===== config.mk =====
export PLATFORM = sky130hd
export DESIGN_NAME = playback_drc_volume_softmute
export DESIGN_NICKNAME = d
export VERILOG_FILES = /design/src/verilog/drc_vol_pkg.sv /design/src/verilog/playback_drc_volume_softmute.sv
export SDC_FILE = /design/constraint.sdc
export NUM_CORES = 2
export LEC_CHECK = 0
export BUFFER_PORTS_ARGS = -buffer_cell sky130_fd_sc_hd__buf_2
export CAP_MARGIN = 15
export CORE_MARGIN = 2
export CORE_UTILIZATION = 53
export CTS_CLUSTER_DIAMETER = 120
export DETAILED_ROUTE_END_ITERATION = 10
export PLACE_DENSITY = 0.77
export SYNTH_ARGS = -nofsm -noshare
export SYNTH_HDL_FRONTEND = slang
export SYNTH_SLANG_ARGS = --single-unit
export TNS_END_PERCENT = 100

===== constraint.sdc =====
create_clock -name mclk -period 49.8 [get_ports mclk]
set_input_delay 4.98 -clock mclk [delete_from_list [all_inputs] [get_ports mclk]]
set_output_delay 4.98 -clock mclk [all_outputs]
set_load 0.02 [all_outputs]

===== src/verilog/drc_vol_pkg.sv =====
// Purpose: shared constants and types of the playback gain path
// Assumes: one sample frame per fs period, volume and dynamics in 0.5 dB codes
// Notes:   ctrl_t field order is the bit layout of the control register
package drc_vol_pkg;

  // register byte addresses
  localparam logic [7:0] CTRL_ADDR = 8'h00;
  localparam logic [7:0] VOL_ADDR  = 8'h04;
  localparam logic [7:0] STAT_ADDR = 8'h08;

  // reset values
  localparam logic [11:0] CTRL_RST = 12'h000;
  localparam logic [7:0]  VOL_RST  = 8'h0c;

  // gain codes, 0.5 dB per code below +6 dB
  localparam logic [7:0] MUTE_CODE = 8'hc0;
  localparam logic [2:0] LATT_MAX  = 3'h5;

  // timing counts, all in fs periods
  localparam logic [9:0]  SPAN_SLOW = 10'h308;  // 776/fs full span
  localparam logic [9:0]  SPAN_FAST = 10'h0c2;  // 194/fs full span
  localparam logic [11:0] ATT_BASE  = 12'h01e;  // 0.5 dB per 30/fs = 0.8 dB/ms at 48 kHz
  localparam logic [11:0] REC_BASE  = 12'hea6;  // 0.5 dB per 3750/fs = 6.4 dB/s at 48 kHz

  // full scale of a 24-bit sample, at product width
  localparam logic signed [40:0] FULL_SCALE = 41'sh00000800000;

  // linear mantissa of 0 .. -5.5 dB in 0.5 dB steps, Q1.15
  localparam logic [15:0] MANT [12] = '{16'h8000, 16'h78d7, 16'h7215, 16'h6bb3,
                                        16'h65ad, 16'h5ffd, 16'h5a9e, 16'h558c,
                                        16'h50c3, 16'h4c3f, 16'h47fb, 16'h43f4};

  typedef enum logic [1:0] {
    DRC_HOLD = 2'b00,
    DRC_ATT  = 2'b01,
    DRC_REC  = 2'b10
  } drc_mode_t;

  typedef struct packed {
    logic             soft_mute_request;
    logic             vtm;
    logic [1:0]       rspd;
    logic [2:0]       latt;
    logic             cpwr;
    logic             den;
    logic             dpwr;
    logic [1:0]       comp;
  } ctrl_t;

  typedef struct packed {
    logic [1:0][23:0] ch;
  } frame_t;

  typedef struct packed {
    ctrl_t            ctrl;
    logic [7:0]       vol;
    logic [31:0]      prdata;
    logic             pready;
    logic             pslverr;
    logic [7:0]       curVol;
    logic [9:0]       volAcc;
    logic [7:0]       drcAtt;
    logic [11:0]      drcAcc;
    drc_mode_t        mode;
    logic             outValid;
    frame_t           outData;
    logic             tailValid;
    frame_t           tail;
    logic             inReady;
  } state_t;

endpackage : drc_vol_pkg


===== src/verilog/playback_drc_volume_softmute.sv =====
// Purpose: playback dynamics stage, shared stereo volume and soft mute
// Assumes: apb slave, stereo frames over valid/ready, one frame per fs
// Notes:   gains are 0.5 dB codes; rates count frames, not mclk cycles
`timescale 1ns/1ps
`default_nettype none

module playback_drc_volume_softmute
  import drc_vol_pkg::*;
(
  // clock and reset
  input  wire logic        mclk,
  input  wire logic        reset_n,
  // apb slave
  input  wire logic        psel,
  input  wire logic        penable,
  input  wire logic        pwrite,
  input  wire logic [7:0]  paddr,
  input  wire logic [31:0] pwdata,
  output var  logic [31:0] prdata,
  output var  logic        pready,
  output var  logic        pslverr,
  // sample frames in
  input  wire logic        inValid,
  output var  logic        inReady,
  input  wire frame_t      inFrame,
  // sample frames out
  output var  logic        outValid,
  input  wire logic        outReady,
  output var  frame_t      outFrame
);

  state_t           s;
  state_t           next_s;

  logic             push;
  logic             pop;
  logic             dynOn;
  logic             mapped;
  logic [7:0]       target;
  logic [9:0]       span;
  logic [8:0]       tot;
  logic             muted;
  logic [3:0]       mIdx;
  logic [4:0]       shift;
  wire logic [1:0][23:0] yv;
  wire logic [1:0]  over;
  logic             anyOver;
  logic [31:0]      rdMux;

  assign push    = inValid & s.inReady;
  assign pop     = s.outValid & outReady;
  assign dynOn   = s.ctrl.dpwr & s.ctrl.den;
  assign mapped  = (paddr == CTRL_ADDR) | (paddr == VOL_ADDR) | (paddr == STAT_ADDR);
  assign anyOver = |over;

  // codes above mute count as mute
  assign target = (s.ctrl.soft_mute_request | (s.vol > MUTE_CODE)) ? MUTE_CODE : s.vol;
  assign span   = s.ctrl.vtm ? SPAN_FAST : SPAN_SLOW;

  // volume and dynamics attenuation add in the same 0.5 dB code space
  assign tot   = {1'b0, s.curVol} + {1'b0, s.drcAtt};
  assign muted = tot >= {1'b0, MUTE_CODE};
  assign mIdx  = 4'(tot % 9'h00c);
  assign shift = 5'(tot / 9'h00c) + 5'h0e;

  // one gain for both channels
  genvar i;
  generate
    for (i = 0; i < 2; i++) begin : g_ch
      logic signed [40:0] prod;
      logic signed [40:0] q;
      logic signed [40:0] mag;
      logic signed [40:0] thr;
      logic        [23:0] y;
      assign prod = $signed(inFrame.ch[i]) * $signed({1'b0, MANT[mIdx]});
      assign q    = prod >>> shift;
      assign mag  = q[40] ? -q : q;
      // compression lowers the detection level by 6 dB per step
      assign thr     = FULL_SCALE >>> s.ctrl.comp;
      assign over[i] = ~muted & (mag >= thr);
      always_comb begin
        if (muted) begin
          y = 24'h000000;
        end else if (q >= FULL_SCALE) begin
          y = 24'h7fffff;
        end else if (q < -FULL_SCALE) begin
          y = 24'h800000;
        end else begin
          y = q[23:0];
        end
      end
      assign yv[i] = y;
    end
  endgenerate

  always_comb begin
    case (paddr)
      CTRL_ADDR: rdMux = {20'h00000, s.ctrl};
      VOL_ADDR:  rdMux = {24'h000000, s.vol};
      STAT_ADDR: rdMux = {14'h0000, s.mode, s.drcAtt, s.curVol};
      default:   rdMux = 32'h00000000;
    endcase
  end

  always_comb begin
    drc_mode_t nm;
    nm     = DRC_HOLD;
    next_s = s;

    // apb: answer one cycle after setup, writes land at the access edge
    next_s.pready  = psel & ~penable;
    next_s.pslverr = psel & ~penable & ~mapped;
    if (psel & ~penable) begin
      next_s.prdata = pwrite ? 32'h00000000 : rdMux;
    end
    if (psel & penable & s.pready & pwrite & ~s.pslverr) begin
      if (paddr == CTRL_ADDR) begin
        // the ramps read these live; software keeps them still while running
        next_s.ctrl = ctrl_t'(pwdata[11:0]);
        if (pwdata[7:5] > LATT_MAX) begin
          next_s.ctrl.latt = LATT_MAX;
        end
      end else if (paddr == VOL_ADDR) begin
        next_s.vol = pwdata[7:0];
      end
    end

    // the ramps below advance once per frame taken, never per mclk; the stage-off clear and the buffer act on any mclk
    if (push) begin
      // volume ramp: 192 codes spread evenly over span frames
      if (s.curVol != target) begin
        if (s.volAcc + 10'(MUTE_CODE) >= span) begin
          next_s.volAcc = s.volAcc + 10'(MUTE_CODE) - span;
          next_s.curVol = (s.curVol < target) ? s.curVol + 8'h01
                                              : s.curVol - 8'h01;
        end else begin
          next_s.volAcc = s.volAcc + 10'(MUTE_CODE);
        end
      end else begin
        next_s.volAcc = 10'h000;
      end

      // dynamics stage: unity when compression is off, limiter still live
      if (dynOn & anyOver & (s.drcAtt < MUTE_CODE)) begin
        nm = DRC_ATT;
      end else if (dynOn & (s.drcAtt != 8'h00)) begin
        nm = DRC_REC;
      end
      next_s.mode = nm;
      if (nm != s.mode) begin
        next_s.drcAcc = 12'h000;
      end
      case (nm)
        DRC_ATT: begin
          // fastest code asks for more than a step per frame; capped at one
          if (next_s.drcAcc + (12'h001 << s.ctrl.latt) >= ATT_BASE) begin
            next_s.drcAcc = 12'h000;
            next_s.drcAtt = s.drcAtt + 8'h01;
          end else begin
            next_s.drcAcc = next_s.drcAcc + (12'h001 << s.ctrl.latt);
          end
        end
        DRC_REC: begin
          if (next_s.drcAcc + (12'h001 << s.ctrl.rspd) >= REC_BASE) begin
            next_s.drcAcc = next_s.drcAcc + (12'h001 << s.ctrl.rspd) - REC_BASE;
            next_s.drcAtt = s.drcAtt - 8'h01;
          end else begin
            next_s.drcAcc = next_s.drcAcc + (12'h001 << s.ctrl.rspd);
          end
        end
        default: begin
          next_s.drcAcc = 12'h000;
          if (~dynOn) begin
            next_s.drcAtt = 8'h00;
          end
        end
      endcase
    end else if (~dynOn) begin
      next_s.drcAtt = 8'h00;
      next_s.drcAcc = 12'h000;
      next_s.mode   = DRC_HOLD;
    end

    // two-entry buffer: head drives the outputs, tail absorbs a stall
    if (~s.outValid | pop) begin
      if (s.tailValid) begin
        next_s.outValid  = 1'b1;
        next_s.outData   = s.tail;
        next_s.tailValid = push;
        if (push) begin
          next_s.tail.ch = yv;
        end
      end else begin
        next_s.outValid = push;
        if (push) begin
          next_s.outData.ch = yv;
        end
      end
    end else if (push) begin
      next_s.tail.ch   = yv;
      next_s.tailValid = 1'b1;
    end
    // a switch to the short span mid-ramp restarts a fraction at or past that span, no burst of steps
    if (next_s.volAcc >= (next_s.ctrl.vtm ? SPAN_FAST : SPAN_SLOW)) begin
      next_s.volAcc = 10'h000;
    end
    next_s.inReady = ~next_s.tailValid;
  end

  always_ff @(posedge mclk) begin
    if (!reset_n) begin
      s          <= '0;
      s.ctrl     <= ctrl_t'(CTRL_RST);
      s.vol      <= VOL_RST;
      s.curVol   <= VOL_RST;
      s.mode     <= DRC_HOLD;
    end else begin
      s <= next_s;
    end
  end

  assign prdata   = s.prdata;
  assign pready   = s.pready;
  assign pslverr  = s.pslverr;
  assign inReady  = s.inReady;
  assign outValid = s.outValid;
  assign outFrame = s.outData;
endmodule : playback_drc_volume_softmute

`default_nettype wire


==> results.py <==
metrics = {
    "status": {
        "status": "finished clean",
    },
    "clocking": {
        "cts_buffer_depth": 2,
        "cts_made_buffers": 17,
        "htree_num_levels": 4,
        "cts.reportedPaths.clkPinSlew_ns": 0.07,
        "cts_hold_buffers": 0,
        "post_cts.repair.setup_buffers": 0,
        "cts_root_buffer": "sky130_fd_sc_hd__clkbuf_16",
        "post_cts_resize_count": 0,
        "cts.sink_count": 179,
        "insertion_delay_ns": 0.44,
        "tritoncts": "done",
    },
    "sta": {
        "finalSetupViolations": 0,
        "rsz0062_at_grt": "false",
        "fin_setup_tns_ns": 0,
        "fin_skew_ns": 0.00868,
        "worst_slew_pin_slew_ns": 1.17,
        "min_period_over_period": 0.454,
        "finalCriticalPeriod_ns": 22.59,
        "fmax_mhz": 44.3,
        "slew_headroom": 0.215,
        "hold_viol_final": 0,
        "final-max-slew-violation-count": 0,
    },
    "placement": {
        "post_dp_cell_area_um2": 50600,
        "hpwl_mm": 126,
        "gpl.final_weighted_congestion": 1.04,
        "port_buffers": 144,
    },
    "synth": {
        "synth_warnings": 0,
        "synth_cells": 6154,
        "yosys_most_used_dff": "sky130_fd_sc_hd__dfxtp_1",
        "synthArstFlopShare": 0,
        "syn_area_per_cell_um2": 8.06,
        "synth-edff-count": 0,
        "seq_cells_post_synth": 179,
        "post_synth_num_cell_types": 122,
        "synth_seq_area_share": 0.0723,
        "synth.largest_area_cell": "sky130_fd_sc_hd__fa_1",
        "leading_post_synthesis_cells_by_cell_area": "sky130_fd_sc_hd__fa_1 31%, sky130_fd_sc_hd__dfxtp_1 7.2%, sky130_fd_sc_hd__inv_1 7.0%",
        "synth_top_area_share": 0.306,
        "synth_area_um2": 49600,
    },
    "worst_setup_path": {
        "worst_setup_path_end_kind": "flop",
        "top_cell_by_count_worst_path": "sky130_fd_sc_hd__nor2_1",
        "rr_startpoint": "s[117]",
        "worst-endpoint-arrival_ns": 22.92,
        "cp_slowest_stage_delay_ns": 0.96,
        "critical_path_class": "flop to flop",
        "slowest_stage": "sky130_fd_sc_hd__fa_1",
        "timing.rr.end": "s[114]",
        "worstRegToRegCells": 67,
        "cp_max_fo": 26,
        "setup.worst_path.start_class": "flop",
        "reg2reg_setup_slack_ns": 27.21,
        "worst_ep_required_time_ns": 50.13,
    },
    "drt": {
        "drc_errors": 0,
        "postRouteWirelength_mm": 168,
        "viasPerCell": 6.37,
        "drtIter0Drc": 5602,
        "routed_antenna_nets": 0,
        "wirelength_per_cell_um": 23.2,
        "firstDrtPassIters": 9,
        "routed-via-count": 46100,
    },
    "die": {
        "fp.dieH_um": 310,
        "die-area_um2": 96000,
        "width_of_the_die_um": 310,
        "core_region_area_um2": 93000,
        "count_of_boundary_i_o_pins": 179,
        "initial_utilization": 0.533,
        "rows": 112,
    },
    "grt": {
        "first_global_vias": 46600,
        "grt_pass1_wl_mm": 264,
        "global_router_s_overall_resource_usage": 0.352,
        "grt_max_degree": 97,
        "globalRoute.totalOverflow": 0,
        "number_of_antenna_violations_at_the_first_check_in_global_routing": 4,
    },
    "hold_path": {
        "hold_class": "flop to flop",
        "holdPathStages": 2,
        "min_delay_worst_endpoint": "s[32]",
        "worstHoldStart": "s[32]",
    },
    "final_layout": {
        "fraction_of_final_layout_cells_sized_beyond_drive_strength_1": 0.0716,
        "syn2layout_area_growth_pct": 3.21,
        "nets": 7096,
        "most-common-layout-cells": "928 x sky130_fd_sc_hd__inv_1, 789 x sky130_fd_sc_hd__nand2_1, 759 x sky130_fd_sc_hd__fa_1",
        "mostFrequentLayoutCell": "sky130_fd_sc_hd__inv_1",
        "filler_cell_count": 8587,
        "post-route-cell-area_um2": 51200,
    },
    "power_and_ir_drop": {
        "intPower_w": 0.000263,
        "combPwrFrac": 0.301,
        "max-vdd-ir-drop_uv": 23.2,
        "swShare": 0.357,
        "power.share.sequential": 0.366,
        "clockPowerShare": 0.333,
        "leakage_nw": 23.8,
        "power.net_switching_w": 0.000146,
        "pwr_density_cell_nw_per_um2": 7.99,
    },
    "job": {
        "drv_cap": 0,
    },
}
[cell usage after synthesis, drive strengths merged (20+ instances only)]
library cell / n
o21bai: 20
nand4: 53
xnor2: 98
a221oi: 21
inv: 931
o22ai: 43
o21ai: 189
nand2: 791
o21a: 26
xor2: 45
mux2i: 158
and3: 79
buf: 164
nand2b: 26
nand3: 84
fa: 759
a21oi: 316
nor4: 61
a211oi: 122
clkbuf: 287
o211ai: 45
a21o: 70
mux2: 42
ha: 276
dfxtp: 179
nor2b: 75
o31ai: 29
nor2: 339
nor3: 95
and2: 263
or3: 23
a31oi: 56
a22oi: 47
[cells by family after synthesis]
| logic type | synth area share |
|---|---|
| other | 0.0000756 |
| adders and majority gates | 0.376 |
| xor gates and xnor gates | 0.0257 |
| muxes | 0.0455 |
| DFF | 0.0723 |
| and+or+nand+nor | 0.193 |
| AOI/OAI and AO/OA | 0.172 |
| buffers and inverters | 0.115 |
[sequential cells by signal, summed over array words and instances (netlist names)]
signal    count
prdata       18
outFrame     48
inReady       1
outValid      1
s           109
pslverr       1
pready        1
[power groups by stage]
stage	logic (W)	clock network [W]	registers (W)
6_report	0.000123	0.000136	0.000150
5_1_grt	0.000133	0.000144	0.000150
4_1_cts	0.000120	0.000138	0.000149
3_5_place_dp	0.000119	0	0.000153
3_3_place_gp	0.000118	0	0.000153
2_1_floorplan	0.0000851	0	0.000152
[metal layers]
layer  global-route usage  wire length [um]  vias up
met5                    0                47        -
met4                0.169              9770        2
met3               0.0717             17600      683
met2                0.570             77100     2863
met1                0.452             63200    22500
li1                     -                 -    20000
[critical path: cells and delay by family, from the launching register on]
kind / cells / cell delay, ns
muxes: 2 / 0.55
AOI/OAI and AO/OA: 22 / 7.95
adders and majority gates: 10 / 5.27
and+or+nand+nor: 26 / 7.08
buffers and inverters: 5 / 0.94
xor gates and xnor gates: 2 / 0.20
DFF: 1 / 0.48
[final cells by class]
cell class	count	area, um^2	area share
clock buffers	19	443	0.00865
well taps	1254	1570	0.0306
repair buffers	231	1370	0.0268
multi-input cells	4606	40600	0.793
diodes	2	5.00	0.0000978
inverters	931	3500	0.0684
clock inverters	12	148	0.00288
flip-flops and latches	179	3580	0.0700
[worst max-delay path by stage]
stage / start / end / slack (ns) / depth (start not counted)
4_1_cts: s[117] / s[114] / 27.88 / 67
6_report: s[117] / s[114] / 27.21 / 67
2_1_floorplan: inFrame[47] / s[114] / 31.24 / 63
3_5_place_dp: s[117] / s[114] / 27.94 / 67
3_3_place_gp: s[117] / s[114] / 28.10 / 67
5_1_grt: s[117] / s[114] / 26.14 / 67
[through the flow]
stage | worst slack, ns | hold slack, ns | instances | util | total power, W
3_5_place_dp | 27.94 | 0.446 | 7200 | 0.544 | 0.000272
2_1_floorplan | 31.24 | 0.436 | 6167 | - | 0.000237
5_1_grt | 26.14 | 0.472 | 7232 | 0.550 | 0.000426
3_3_place_gp | 28.10 | 0.442 | 7200 | 0.544 | 0.000270
6_report | 27.21 | 0.454 | 7234 | 0.550 | 0.000409
4_1_cts | 27.88 | 0.456 | 7231 | 0.550 | 0.000407
Power figures use the tool's default switching activity.
